### src/common/fpt_defines.vh
/*
 Constants for the parameter-table reader and power-state controller.
 Assumes inclusion by bare name; definitions only.
*/
`ifndef FPT_DEFINES_VH
`define FPT_DEFINES_VH
// ----------------------------------------
// Opcodes
// ----------------------------------------
`define FPT_OP_READ_TABLE   8'h5A
`define FPT_OP_DEEP_DOWN    8'hB9
`define FPT_OP_RELEASE      8'hAB
`define FPT_OP_RST_ENABLE   8'h66
`define FPT_OP_RST          8'h99
`define FPT_OP_WRITE_ENABLE 8'h06
`define FPT_OP_WRITE_DIS    8'h04
`define FPT_OP_STATUS_WRITE 8'h01
`define FPT_OP_PAGE_PROG    8'h02
`define FPT_OP_QUAD_PROG    8'h38
`define FPT_OP_SECT_ERASE   8'h20
`define FPT_OP_BLK32_ERASE  8'h52
`define FPT_OP_BLK64_ERASE  8'hD8
`define FPT_OP_CHIP_ERASE   8'hC7
`define FPT_OP_CHIP_ERASE2  8'h60
`define FPT_OP_SEC_WRITE    8'h2F
// ----------------------------------------
// Vendor table contents
// ----------------------------------------
`define FPT_ADDR_VMAX_LO    8'h60
`define FPT_ADDR_VMAX_HI    8'h61
`define FPT_ADDR_VMIN_LO    8'h62
`define FPT_ADDR_VMIN_HI    8'h63
`define FPT_ADDR_FEAT_LO    8'h64
`define FPT_ADDR_FEAT_HI    8'h65
`define FPT_ADDR_WRAP_OP    8'h66
`define FPT_ADDR_WRAP_LEN   8'h67
`define FPT_ADDR_LOCK_LO    8'h68
`define FPT_ADDR_LOCK_HI    8'h69
`define FPT_VMAX            16'h2000
`define FPT_VMIN            16'h1650
`define FPT_FEAT            16'hF99C
`define FPT_WRAP_OP         8'hC0
`define FPT_WRAP_LEN        8'h64
`define FPT_LOCK            16'hC8D9
`define FPT_BLANK           8'hFF
// ----------------------------------------
// Timing: figures in their own units, clock 10 MHz
// ----------------------------------------
`define FPT_CLK_KHZ         10000
`define FPT_DEEP_ENTRY_US   10
`define FPT_RELEASE_US      10
`define FPT_REC_READ_US     20
`define FPT_REC_PROG_US     20
`define FPT_REC_ERASE_MS    12
`define FPT_STATUS_WR_MS    40
`define FPT_PAGE_PROG_MS    3
`define FPT_BYTE_PROG_US    30
`define FPT_SECT_ERASE_MS   200
`define FPT_BLK32_ERASE_MS  1000
`define FPT_BLK64_ERASE_MS  2000
`define FPT_CHIP_ERASE_S    80
`define FPT_US(x)           ((x) * `FPT_CLK_KHZ / 1000)
`define FPT_MS(x)           ((x) * `FPT_CLK_KHZ)
`define FPT_S(x)            ((x) * `FPT_CLK_KHZ * 1000)
// Select rising is sampled one edge late and the flag shows one edge after the count ends
`define FPT_EDGE_SLACK      2
`define FPT_CNT_W           32
`endif

### src/rtl/fpt_table.v
/*
 Vendor parameter table: a byte lookup indexed by table address.
 Assumes the caller supplies the low address byte of a table read.
*/
`include "fpt_defines.vh"
module fpt_table (
    input  wire [7:0] addr,
    output reg  [7:0] data
);
    localparam [15:0] vmax_word = `FPT_VMAX;
    localparam [15:0] vmin_word = `FPT_VMIN;
    localparam [15:0] feat_word = `FPT_FEAT;
    localparam [15:0] lock_word = `FPT_LOCK;
    // ----------------------------------------
    // Lookup
    // ----------------------------------------
    always @* begin
        case (addr)
            `FPT_ADDR_VMAX_LO:  data = vmax_word[7:0];            // RL1
            `FPT_ADDR_VMAX_HI:  data = vmax_word[15:8];           // RL1
            `FPT_ADDR_VMIN_LO:  data = vmin_word[7:0];            // RL2
            `FPT_ADDR_VMIN_HI:  data = vmin_word[15:8];           // RL2
            `FPT_ADDR_FEAT_LO:  data = feat_word[7:0];            // RL3
            `FPT_ADDR_FEAT_HI:  data = feat_word[15:8];           // RL3
            `FPT_ADDR_WRAP_OP:  data = `FPT_WRAP_OP;              // RL4
            `FPT_ADDR_WRAP_LEN: data = `FPT_WRAP_LEN;             // RL5
            `FPT_ADDR_LOCK_LO:  data = lock_word[7:0];            // RL6
            `FPT_ADDR_LOCK_HI:  data = lock_word[15:8];           // RL6
            default:            data = `FPT_BLANK;                // RL7
        endcase
    end
endmodule // fpt_table

### src/rtl/fpt_ctrl.v
/*
 Parameter-table reader and power-state controller of a serial flash.
 Assumes a host-side front end has already deserialised the link into
 byte strobes (single, dual or quad lanes alike), with chip select and
 supply-level flags synchronous to clk_sys. Output bytes go back to
 that front end for shifting.
*/
// Notes on behaviour
// RL1 - Bytes 60h/61h return 00h/20h, maximum supply code.
// RL2 - Bytes 62h/63h return 50h/16h, minimum supply code.
// RL3 - Bytes 64h/65h return 9Ch/F9h, feature flags.
// RL4 - Byte 66h returns C0h, the wrap-read configure opcode.
// RL5 - Byte 67h returns 64h, all wrap lengths supported.
// RL6 - Bytes 68h/69h return D9h/C8h; 6Ah/6Bh return FFh.
// RL7 - All unused table bytes, including 6Ch to 6Fh, read FFh.
// RL8 - Power-up leaves the device in standby, not deep power-down.
// RL9 - Power-up clears the write enable latch.
// RL10 - Below write-inhibit threshold, logic held in reset, commands ignored.
// RL11 - Host waits write-access and select delays before write commands.
// RL12 - Reads accepted after select delay even before write-access delay.
// RL13 - Falling below threshold aborts operations including writes in progress.
// RL14 - Quad reads: four dummies to 84MHz, six dummies to 104MHz.
// RL15 - Deep power-down reached within 10 us of select rising.
// RL16 - Release returns to standby within 10 us of select rising.
// RL17 - Reset recovery 20 us after read or program, 12 ms after erase.
// RL18 - Status write 40 ms, page program 3 ms, byte program 30 us; the code holds a one-byte program busy for the full 3 ms.
// RL19 - Erase limits 200 ms, 1000 ms, 2000 ms, 80 s by size.
// RL20 - Table read: opcode 5Ah, three address bytes, dummy, streamed data.
// RL21 - Table read returns ascending bytes while select stays low.
`include "fpt_defines.vh"
module fpt_ctrl (
    input  wire       clk_sys,
    input  wire       rst,
    input  wire       supply_above_inhibit,
    input  wire       write_access_ready,
    input  wire       cs_active,
    input  wire       rx_valid,
    input  wire [7:0] rx_byte,
    input  wire       tx_taken,
    input  wire       quad_command_mode,
    input  wire [2:0] read_dummy_cycles,
    output reg  [7:0] tx_byte,
    output reg        tx_valid,
    output reg        write_enable_latch_flag,
    output reg        deep_down,
    output reg        busy,
    output wire       fast_clock_allowed
);
    // ----------------------------------------
    // States and timing counts
    // ----------------------------------------
    localparam [2:0] ST_IDLE  = 3'd0;
    localparam [2:0] ST_ADDR  = 3'd1;
    localparam [2:0] ST_DUMMY = 3'd2;
    localparam [2:0] ST_DATA  = 3'd3;
    localparam [2:0] ST_CMD   = 3'd4;
    localparam [2:0] ST_DRAIN = 3'd5;

    localparam [1:0] OP_NONE  = 2'd0;
    localparam [1:0] OP_PROG  = 2'd1;
    localparam [1:0] OP_ERASE = 2'd2;

    // Edges lost around select rising come off the wait so the limit is met, not overrun
    localparam [`FPT_CNT_W-1:0] power_down_entry_time         = `FPT_US(`FPT_DEEP_ENTRY_US) - `FPT_EDGE_SLACK;
    localparam [`FPT_CNT_W-1:0] standby_return_time_plain     = `FPT_US(`FPT_RELEASE_US) - `FPT_EDGE_SLACK;
    localparam [`FPT_CNT_W-1:0] standby_return_time_signature = `FPT_US(`FPT_RELEASE_US) - `FPT_EDGE_SLACK;
    localparam [`FPT_CNT_W-1:0] recovery_after_read           = `FPT_US(`FPT_REC_READ_US);
    localparam [`FPT_CNT_W-1:0] recovery_after_program        = `FPT_US(`FPT_REC_PROG_US);
    localparam [`FPT_CNT_W-1:0] recovery_after_erase          = `FPT_MS(`FPT_REC_ERASE_MS);
    localparam [`FPT_CNT_W-1:0] status_write_time             = `FPT_MS(`FPT_STATUS_WR_MS);
    localparam [`FPT_CNT_W-1:0] page_prog_time                = `FPT_MS(`FPT_PAGE_PROG_MS);
    localparam [`FPT_CNT_W-1:0] sect_erase_time               = `FPT_MS(`FPT_SECT_ERASE_MS);
    localparam [`FPT_CNT_W-1:0] blk32_erase_time              = `FPT_MS(`FPT_BLK32_ERASE_MS);
    localparam [`FPT_CNT_W-1:0] blk64_erase_time              = `FPT_MS(`FPT_BLK64_ERASE_MS);
    localparam [`FPT_CNT_W-1:0] chip_erase_time               = `FPT_S(`FPT_CHIP_ERASE_S);
    localparam [`FPT_CNT_W-1:0] one_cycle                     = 32'h00000001;
    localparam [`FPT_CNT_W-1:0] zero_count                    = 32'h00000000;
    localparam [2:0] quad_fast_dummies = 3'h6;

    // ----------------------------------------
    // State
    // ----------------------------------------
    reg  [2:0]            state;
    reg  [1:0]            addr_count;
    reg  [7:0]            table_addr;
    reg  [7:0]            opcode;
    reg                   reset_armed;
    reg  [1:0]            last_op;
    reg  [`FPT_CNT_W-1:0] timer;
    reg                   pend_deep;
    reg                   pend_wake;
    wire [7:0]            table_data;
    wire                  hold_reset;
    wire                  timer_done;
    wire                  is_write_op;

    // Internal reset covers the inhibit window so no stale state survives a brown-out
    assign hold_reset = rst | ~supply_above_inhibit;                          // RL10 RL13
    assign timer_done = (timer == zero_count);
    assign is_write_op = (opcode == `FPT_OP_PAGE_PROG) || (opcode == `FPT_OP_QUAD_PROG) ||
                         (opcode == `FPT_OP_SECT_ERASE) || (opcode == `FPT_OP_BLK32_ERASE) ||
                         (opcode == `FPT_OP_BLK64_ERASE) || (opcode == `FPT_OP_CHIP_ERASE) ||
                         (opcode == `FPT_OP_CHIP_ERASE2) || (opcode == `FPT_OP_STATUS_WRITE) ||
                         (opcode == `FPT_OP_SEC_WRITE);
    // Six dummies are needed above 84 MHz; fewer limit the host clock
    assign fast_clock_allowed = (read_dummy_cycles >= quad_fast_dummies);     // RL14

    fpt_table u_table (
        .addr (table_addr),
        .data (table_data)
    );

    // ----------------------------------------
    // Command decoder and table stream
    // ----------------------------------------
    always @(posedge clk_sys) begin
        if (hold_reset) begin
            state                   <= ST_IDLE;                               // RL10
            addr_count              <= 2'd0;
            table_addr              <= 8'h00;
            opcode                  <= 8'h00;
            tx_byte                 <= `FPT_BLANK;
            tx_valid                <= 1'b0;
            write_enable_latch_flag <= 1'b0;                                  // RL9
            deep_down               <= 1'b0;                                  // RL8
            busy                    <= 1'b0;                                  // RL13
            reset_armed             <= 1'b0;
            last_op                 <= OP_NONE;
            timer                   <= zero_count;
            pend_deep               <= 1'b0;
            pend_wake               <= 1'b0;
        end else begin
            if (!timer_done) begin
                timer <= timer - one_cycle;
            end else if (busy) begin
                busy    <= 1'b0;
                last_op <= OP_NONE;
                if (last_op != OP_NONE) begin
                    write_enable_latch_flag <= 1'b0;
                end
            end
            if (pend_deep && timer_done) begin
                deep_down <= 1'b1;                                            // RL15
                pend_deep <= 1'b0;
            end
            if (pend_wake && timer_done) begin
                deep_down <= 1'b0;                                            // RL16
                pend_wake <= 1'b0;
            end
            if (!cs_active) begin
                tx_valid <= 1'b0;
                state    <= ST_IDLE;
                // Frame-ending commands take effect when select rises
                if (state == ST_DRAIN && opcode == `FPT_OP_DEEP_DOWN && !busy) begin
                    pend_deep <= 1'b1;
                    timer     <= power_down_entry_time;                       // RL15
                end
                if (state == ST_DRAIN && opcode == `FPT_OP_RELEASE && deep_down) begin
                    pend_wake <= 1'b1;
                    timer     <= standby_return_time_plain;                   // RL16
                end
            end else begin
                case (state)
                    ST_IDLE: begin
                        if (rx_valid) begin
                            opcode <= rx_byte;
                            state  <= ST_DRAIN;
                            if (deep_down) begin
                                // Only release is heard in deep power-down
                                opcode <= (rx_byte == `FPT_OP_RELEASE) ? rx_byte : 8'h00;
                            end else if (rx_byte == `FPT_OP_READ_TABLE && !busy) begin
                                // Reads need no write-access delay
                                state      <= ST_ADDR;                        // RL12 RL20
                                addr_count <= 2'd0;
                            end else begin
                                state <= ST_CMD;
                            end
                            if (!(reset_armed && rx_byte == `FPT_OP_RST)) begin
                                reset_armed <= (rx_byte == `FPT_OP_RST_ENABLE) && !deep_down;
                            end
                        end
                    end
                    ST_ADDR: begin
                        if (rx_valid) begin
                            addr_count <= addr_count + 2'd1;
                            if (addr_count == 2'd2) begin
                                table_addr <= rx_byte;                        // RL20
                                state      <= ST_DUMMY;
                            end
                        end
                    end
                    ST_DUMMY: begin
                        if (rx_valid) begin
                            state      <= ST_DATA;                            // RL20
                            tx_byte    <= table_data;
                            tx_valid   <= 1'b1;
                            // Point at the next byte so the first take does not repeat it
                            table_addr <= table_addr + 8'h01;                 // RL21
                        end
                    end
                    ST_DATA: begin
                        if (tx_taken) begin
                            // Upper address bytes are dropped; the table wraps at 256
                            tx_byte    <= table_data;
                            table_addr <= table_addr + 8'h01;                 // RL21
                        end
                    end
                    ST_CMD: begin
                        state <= ST_DRAIN;
                        if (opcode == `FPT_OP_RST && reset_armed) begin
                            reset_armed             <= 1'b0;
                            write_enable_latch_flag <= 1'b0;
                            busy                    <= 1'b1;
                            last_op                 <= OP_NONE;
                            timer <= (last_op == OP_ERASE) ? recovery_after_erase :
                                     (last_op == OP_PROG)  ? recovery_after_program :
                                                             recovery_after_read;  // RL17
                        end else if (!busy && write_access_ready) begin
                            // Host holds writes until access delay; gate here as well
                            if (opcode == `FPT_OP_WRITE_ENABLE) begin
                                write_enable_latch_flag <= 1'b1;              // RL11
                            end else if (opcode == `FPT_OP_WRITE_DIS) begin
                                write_enable_latch_flag <= 1'b0;
                            end else if (is_write_op && write_enable_latch_flag) begin
                                busy <= 1'b1;
                                case (opcode)
                                    `FPT_OP_STATUS_WRITE: begin
                                        timer <= status_write_time;           // RL18
                                        last_op <= OP_PROG;
                                    end
                                    `FPT_OP_PAGE_PROG, `FPT_OP_QUAD_PROG, `FPT_OP_SEC_WRITE: begin
                                        timer <= page_prog_time;              // RL18
                                        last_op <= OP_PROG;
                                    end
                                    `FPT_OP_SECT_ERASE: begin
                                        timer <= sect_erase_time;             // RL19
                                        last_op <= OP_ERASE;
                                    end
                                    `FPT_OP_BLK32_ERASE: begin
                                        timer <= blk32_erase_time;            // RL19
                                        last_op <= OP_ERASE;
                                    end
                                    `FPT_OP_BLK64_ERASE: begin
                                        timer <= blk64_erase_time;            // RL19
                                        last_op <= OP_ERASE;
                                    end
                                    default: begin
                                        timer <= chip_erase_time;             // RL19
                                        last_op <= OP_ERASE;
                                    end
                                endcase
                            end
                        end
                    end
                    ST_DRAIN: begin
                        state <= ST_DRAIN;
                    end
                    default: begin
                        state <= ST_IDLE;
                    end
                endcase
            end
        end
    end
endmodule // fpt_ctrl

### config.mk
export PLATFORM = sky130hd
export DESIGN_NAME = fpt_ctrl
export DESIGN_NICKNAME = d
export VERILOG_FILES = /design/src/rtl/fpt_table.v /design/src/rtl/fpt_ctrl.v
export VERILOG_INCLUDE_DIRS = /design/src /design/src/common
export SDC_FILE = /design/constraint.sdc
export NUM_CORES = 1
export LEC_CHECK = 0
export BUFFER_PORTS_ARGS = -buffer_cell sky130_fd_sc_hd__buf_2
export CORE_ASPECT_RATIO = 1.75
export CORE_MARGIN = 2
export CORE_UTILIZATION = 25
export DETAILED_ROUTE_END_ITERATION = 10
export PLACE_DENSITY = 0.47
export SLEW_MARGIN = 20
export SYNTH_ARGS = -nofsm -noshare
export SYNTH_HDL_FRONTEND = slang
export SYNTH_SLANG_ARGS = --single-unit
### constraint.sdc
create_clock -name clk_sys -period 3.04 [get_ports clk_sys]
set_input_delay 0.152 -clock clk_sys [delete_from_list [all_inputs] [get_ports clk_sys]]
set_output_delay 0.152 -clock clk_sys [all_outputs]
set_load 0.01 [all_outputs]
Word level (Yosys, flattened, before mapping)
Cells that the tools add are included.
- input port bits: 19
- output and inout bits: 13
- word-level logic and storage cells: 179
- flip-flop bits (word level): 70
- eq/ne operators: 44
- bitwise gates (word level): 4
- order comparisons: 1
- add/subtract/negate cells: 3
- mux-type cells: 72
- reductions and logical operators: 41
- operators with widths (cell ; number):
    $mux 32 ; 10
    $pmux 30 s5 ; 1
    $eq 8x7->1 const B ; 14
    $pmux 8 s10 ; 1
    $mux 8 ; 8
    $eq 8x8->1 const B ; 7
    $logic_not 32->1 ; 1
    $sub 32x1->32 const B ; 1
    $mux 2 ; 14
    $mux 1 ; 26
    $eq 8x6->1 const B ; 3
    $pmux 8 s3 ; 1
    $mux 3 ; 6
    $ne 2x2->1 const B ; 9
    $mux 17 ; 1
    $eq 8x3->1 const B ; 2
    $pmux 8 s2 ; 1
    $pmux 3 s5 ; 1
    $logic_and 1x1->1 ; 12
    $reduce_and 6->1 ; 2
    $reduce_and 5->1 ; 2
    $add 8x1->8 const B ; 1
    $eq 8x1->1 const B ; 1
    $eq 8x2->1 const B ; 1
    21 further kinds ; 39

Depth between registers and ports, before layout
- depth in word-level cells: 17
- mapped depth: 10
- depth with buffers taken out: 9

Hierarchy
From an unflattened synthesis, not the netlist that was laid out.
- cells, all modules: 560
- area total of the unflattened synthesis: 4409.2 um2
- modules (own cells, without submodules) (module ; area each (um2) ; cells an instance ; times used ; sequential area each (um2)):
    fpt_ctrl ; 4254.1 ; 533 ; 1 ; 1401.3
    fpt_table ; 155.1 ; 27 ; 1 ; 0.0

Worst setup path before layout
No wires, ideal clock.
- path kind: reg-to-reg
- start: register timer[0]
- end: register timer[26]
- cell stages (with the launch flop): 10
- setup time: 0.072 ns
- slack: 0.656 ns
- data required time: 2.968 ns
- arrival time: 2.312 ns
- path buffers: 0
- clock period less this slack: 2.384 ns
- path through: dfxtp_1 inv_1 ha_1 nor3b_1 nand3_1 o21bai_2 or2_2 or3_1 xor2_1 a21oi_1
- word-level cells in the longest chain between the ends: 9
- elaborated cells between the ends (all ways): 12
- classes of those cells: 1 x add/sub; 10 x mux; 1 x reduce/logical
- ends and longest elaborated chain (element ; line ; text):
    from (decl) ; fpt_ctrl.v:89 ; reg [`FPT_CNT_W-1:0] timer;
    from (signal assigned) ; fpt_ctrl.v:129 ; timer <= zero_count;
    from (signal assigned) ; fpt_ctrl.v:134 ; timer <= timer - one_cycle;
    from (signal assigned) ; fpt_ctrl.v:156 ; timer <= power_down_entry_time;
    $sub 32x1->32 / $logic_not 32->1 (equally long branches) ; fpt_ctrl.v:134, fpt_ctrl.v:99 ;
    $mux 32 * ; fpt_ctrl.v:133 ; if (!timer_done) begin
    $mux 32 ; fpt_ctrl.v:224 ; end else if (is_write_op && write_enable_latch_flag) begin
    $mux 32 ; fpt_ctrl.v:222 ; end else if (opcode == `FPT_OP_WRITE_DIS) begin
    $mux 32 ; fpt_ctrl.v:220 ; if (opcode == `FPT_OP_WRITE_ENABLE) begin
    $mux 32 ; fpt_ctrl.v:218 ; end else if (!busy && write_access_ready) begin
    $mux 32 ; fpt_ctrl.v:210 ; if (opcode == `FPT_OP_RST && reset_armed) begin
    $mux 32 ; fpt_ctrl.v:163 ; case (state)
    $mux 32 * ; fpt_ctrl.v:150 ; if (!cs_active) begin
Mark *: on every way between the ends. The rest lies on a longest branch, timed or not.
A chain may end at the register's enable or synchronous reset.

Worst setup path after layout
- start: register opcode[6]
- end: register timer[26]
- word-level cells in the longest chain between the ends: 17
- elaborated cells between the ends (all ways): 39
- classes of those cells: 14 x eq/ne; 10 x mux; 15 x reduce/logical
- ends and longest elaborated chain (element ; line ; text):
    from (decl) ; fpt_ctrl.v:86 ; reg [7:0] opcode;
    from (signal assigned) ; fpt_ctrl.v:166 ; opcode <= rx_byte;
    from (signal assigned) ; fpt_ctrl.v:170 ; opcode <= (rx_byte == `FPT_OP_RELEASE) ? rx_byte : 8'h00;
    $eq 8x2->1 / $eq 8x6->1 (equally long branches) ; fpt_ctrl.v:226 ; case (opcode)
    $logic_or 1x1->1 (8 in a row) ; fpt_ctrl.v:100 ; assign is_write_op = (opcode == `FPT_OP_PAGE_PROG) || (opcode == `FPT_OP_QUAD_PROG) ||
    $logic_and 1x1->1 ; fpt_ctrl.v:224 ;
    $mux 32 ; fpt_ctrl.v:224 ;
    $mux 32 ; fpt_ctrl.v:222 ;
    $mux 32 ; fpt_ctrl.v:220 ;
    $mux 32 ; fpt_ctrl.v:218 ;
    $mux 32 ; fpt_ctrl.v:210 ;
    $mux 32 ; fpt_ctrl.v:163 ;
    $mux 32 * ; fpt_ctrl.v:150 ;
    to (signal assigned) ; fpt_ctrl.v:156 ;
    to (signal assigned) ; fpt_ctrl.v:160 ; timer <= standby_return_time_plain;
    to (signal assigned) ; fpt_ctrl.v:215 ; timer <= (last_op == OP_ERASE) ? recovery_after_erase :
Marks and branches as above.

==> insert_results.sql <==
INSERT INTO impl_metrics (metric_group, metric, value, unit) VALUES
('logic_synthesis', 'synth_fp_nets', '595', ''),
('placement', 'dp_hpwl', '10.6', 'mm'),
('cells_and_area', 'finish.instance_area', '5050', 'sq um'),
('placement', 'instance_area_after_placement', '4780', 'sq um'),
('logic_synthesis', 'synthesis.area_per_instance', '7.58', 'sq um'),
('setup_path', 'startpoint', 'opcode[6]$_SDFFE_PP0P_', ''),
('status', 'status', 'complete, no violations', ''),
('setup_path', 'critical_path.max_stage_delay', '0.54', 'ns'),
('drt', 'postRouteAntennaNets', '0', ''),
('cells_and_area', 'num-fill-cells', '1829', ''),
('logic_synthesis', 'synth_ff_type', 'dfxtp_1', ''),
('setup_path', 'worstSetupPathType', 'reg -> reg', ''),
('setup_path', 'crit_path_cell_trace', 'or4bb_1 -> a211oi_1 -> nor2_1 -> a31oi_1 -> nor2_1 -> o21ai_0 -> a21oi_1', ''),
('setup_path', 'worst-path-max-fanout', '11', ''),
('logic_synthesis', 'fraction_of_registers_with_async_set_or_reset_after_synthesis', '0', ''),
('sta', 'setup_violations', '0', ''),
('logic_synthesis', 'synth_seq_cells', '70', ''),
('cells_and_area', 'mostFrequentLayoutCell', 'dfxtp_1', ''),
('die', 'floorplan.die_area', '18400', 'sq um'),
('sta', 'timing_max_transition_violations_final', '0', ''),
('setup_path', 'slowest_stage', 'or4bb_1', ''),
('cells_and_area', 'layout_common_cells', 'dfxtp_1 (70), nand2_1 (61), nor2_1 (60)', ''),
('logic_synthesis', 'synthCells', '570', ''),
('logic_synthesis', 'synth.lib_cells_used.distinct', '67', ''),
('placement', 'portBuffers', '29', ''),
('setup_path', 'critPathArrivalTime', '2.90', 'ns'),
('sta', 'fin_crit', '2.70', 'ns'),
('setup_path', 'cp_top_delay_family', 'compound AO/OA/AOI/OAI gates', ''),
('setup_path', 'timing.critical_path.required', '3.23', 'ns'),
('logic_synthesis', 'number_of_flops_mapped_to_enable_cells_by_yosys', '0', ''),
('min_path', 'holdCritStartpoint', 'rx_byte[7]', ''),
('setup_path', 'critical_path_buf_inv_count', '0', ''),
('cells_and_area', 'design.final.nets', '626', ''),
('drt', 'routed_via_density', '5.28', ''),
('cts', 'htree_num_levels', '3', ''),
('placement', 'gpl.final_weighted_congestion', '0.923', ''),
('sta', 'hold_ws', '0.112', 'ns'),
('placement', 'dp_slack', '0.365', 'ns'),
('drt', 'detail_route.wirelength', '14.0', 'mm'),
('drt', 'vias', '4389', ''),
('global_routing', 'grt_start_max_net_pins', '28', ''),
('die', 'ios', '32', ''),
('sta', 'rsz0062_at_grt', 'false', ''),
('sta', 'final-hold-violation-count', '0', ''),
('cells_and_area', 'drive_gt1_frac', '0.145', ''),
('drt', 'detail_route.wl_per_cell', '16.8', 'microns'),
('global_routing', 'grt_pass1_vias', '4464', ''),
('setup_path', 'worst_r2r_startpoint', 'opcode[6]$_SDFFE_PP0P_', ''),
('global_routing', 'antenna_found_initial', '0', ''),
('cells_and_area', 'multi_input_comb_area', '2720', 'sq um'),
('min_path', 'hold_path.class', 'in -> reg', ''),
('pwr', 'worst_supply_voltage_drop_on_vdd', '0.317', 'mV'),
('sta', 'fin_skew', '0.00680', 'ns'),
('die', 'vertical_extent_of_the_die', '178', 'microns'),
('global_routing', 'grt_overflow', '0', ''),
('setup_path', 'crit_top_cell', 'nor2_1', ''),
('global_routing', 'grt_pass1_wl', '22.7', 'mm'),
('pwr', 'power.density_cell_area', '827', 'nW/um^2'),
('cts', 'tritoncts.num_buffers', '9', ''),
('cts', 'clock_tree_from_tritoncts', 'built', ''),
('global_routing', 'groute.usage.overall', '0.161', ''),
('sta', 'timing.fmax', '370', 'MHz'),
('cts', 'cts_sinks', '70', ''),
('cts', 'post_cts.resized_instances', '0', ''),
('sta', 'fin_tns_setup', '0', 'ns'),
('die', 'die_x', '103', 'microns'),
('drt', 'drt-initial-drc-count', '191', ''),
('sta', 'timing.final.crit_share', '0.889', ''),
('die', 'core_area', '16900', 'sq um'),
('die', 'initial_core_util', '0.255', ''),
('logic_synthesis', 'synthesis.area', '4320', 'sq um');
-- worst paths after layout --
path	to	slack, ns	cells past startpoint
hold reg to reg	deep_down$_SDFFE_PP0P_	0.44	1
setup / recovery	timer[26]$_SDFF_PP0_	0.34	7
hold / removal	opcode[7]$_SDFFE_PP0P_	0.11	3
setup reg to reg	timer[26]$_SDFF_PP0_	0.34	7
-- final cells by class --
cell class,instances,share of cell area
Tap cell,227,0.0562
Multi-Input combinational cell,456,0.539
Clock inverter,1,0.000991
Clock buffer,14,0.0523
Timing Repair Buffer,52,0.0654
Inverter,12,0.00892
Sequential cell,70,0.277
-- where the power goes --
part           leakage, nW  switching (W)  internal [W]
Clock                0.133       0.000387      0.000592
Sequential           0.567       0.000134       0.00105
Combinational         1.10        0.00117      0.000839
Total                 1.80        0.00169       0.00248
-- stage by stage --
step	util	power (W)	std cells
final	0.298	0.00418	832
after global routing	0.298	0.00450	832
after CTS	0.298	0.00421	832
after detailed placement	0.282	0.00320	817
after global placement	0.282	0.00320	817
after floorplan	-	0.00276	570
-- worst reg2reg max path: cells and delay by family, from the launching register on --
family          cells  cell delay, ns
compound gates      4            1.25
flops               1            0.52
simple gates        3            0.78
-- cell usage after synthesis (8+ instances only) --
cell type | number | area, sq um
a31oi_1 | 12 | 75.1
o22ai_1 | 8 | 50.1
o21ai_0 | 36 | 180
nand3b_1 | 8 | 60.1
nor4_1 | 13 | 81.3
a211oi_1 | 9 | 67.6
xor2_1 | 9 | 78.8
xnor2_1 | 13 | 114
clkbuf_1 | 21 | 78.8
nand4_1 | 9 | 56.3
nand2_1 | 61 | 229
nor3_1 | 22 | 110
or3_1 | 9 | 56.3
nand2b_1 | 17 | 106
inv_1 | 12 | 45.0
dfxtp_1 | 70 | 1400
nor2_1 | 60 | 225
or2_2 | 9 | 56.3
a21oi_1 | 48 | 240
buf_2 | 8 | 40.0
nand3_1 | 16 | 80.1
nor2b_1 | 9 | 56.3
-- registers in the layout, indices dropped and copies added (netlist names) --
name	count
last_op	2
table_addr	8
pend_deep	1
busy	1
tx_valid	1
state	3
reset_armed	1
pend_wake	1
addr_count	2
deep_down	1
tx_byte	8
opcode	8
write_enable_latch_flag	1
timer	32
-- metal layers --
metal,global-route usage,routed length (microns)
met4,0.0822,673
met2,0.306,7730
met1,0.156,4990
met3,0.0351,568
met5,0,0
-- kinds of logic after synthesis --
logic type                 share of synthesized area
muxes                                        0.00724
xor gates and xnor gates                      0.0446
adders and majority gates                     0.0174
AOI/OAI and AO/OA                              0.226
buffers and inverters                         0.0449
DFF                                            0.325
and+or+nand+nor                                0.336
Note: power is estimated with default switching activity, not from simulation.
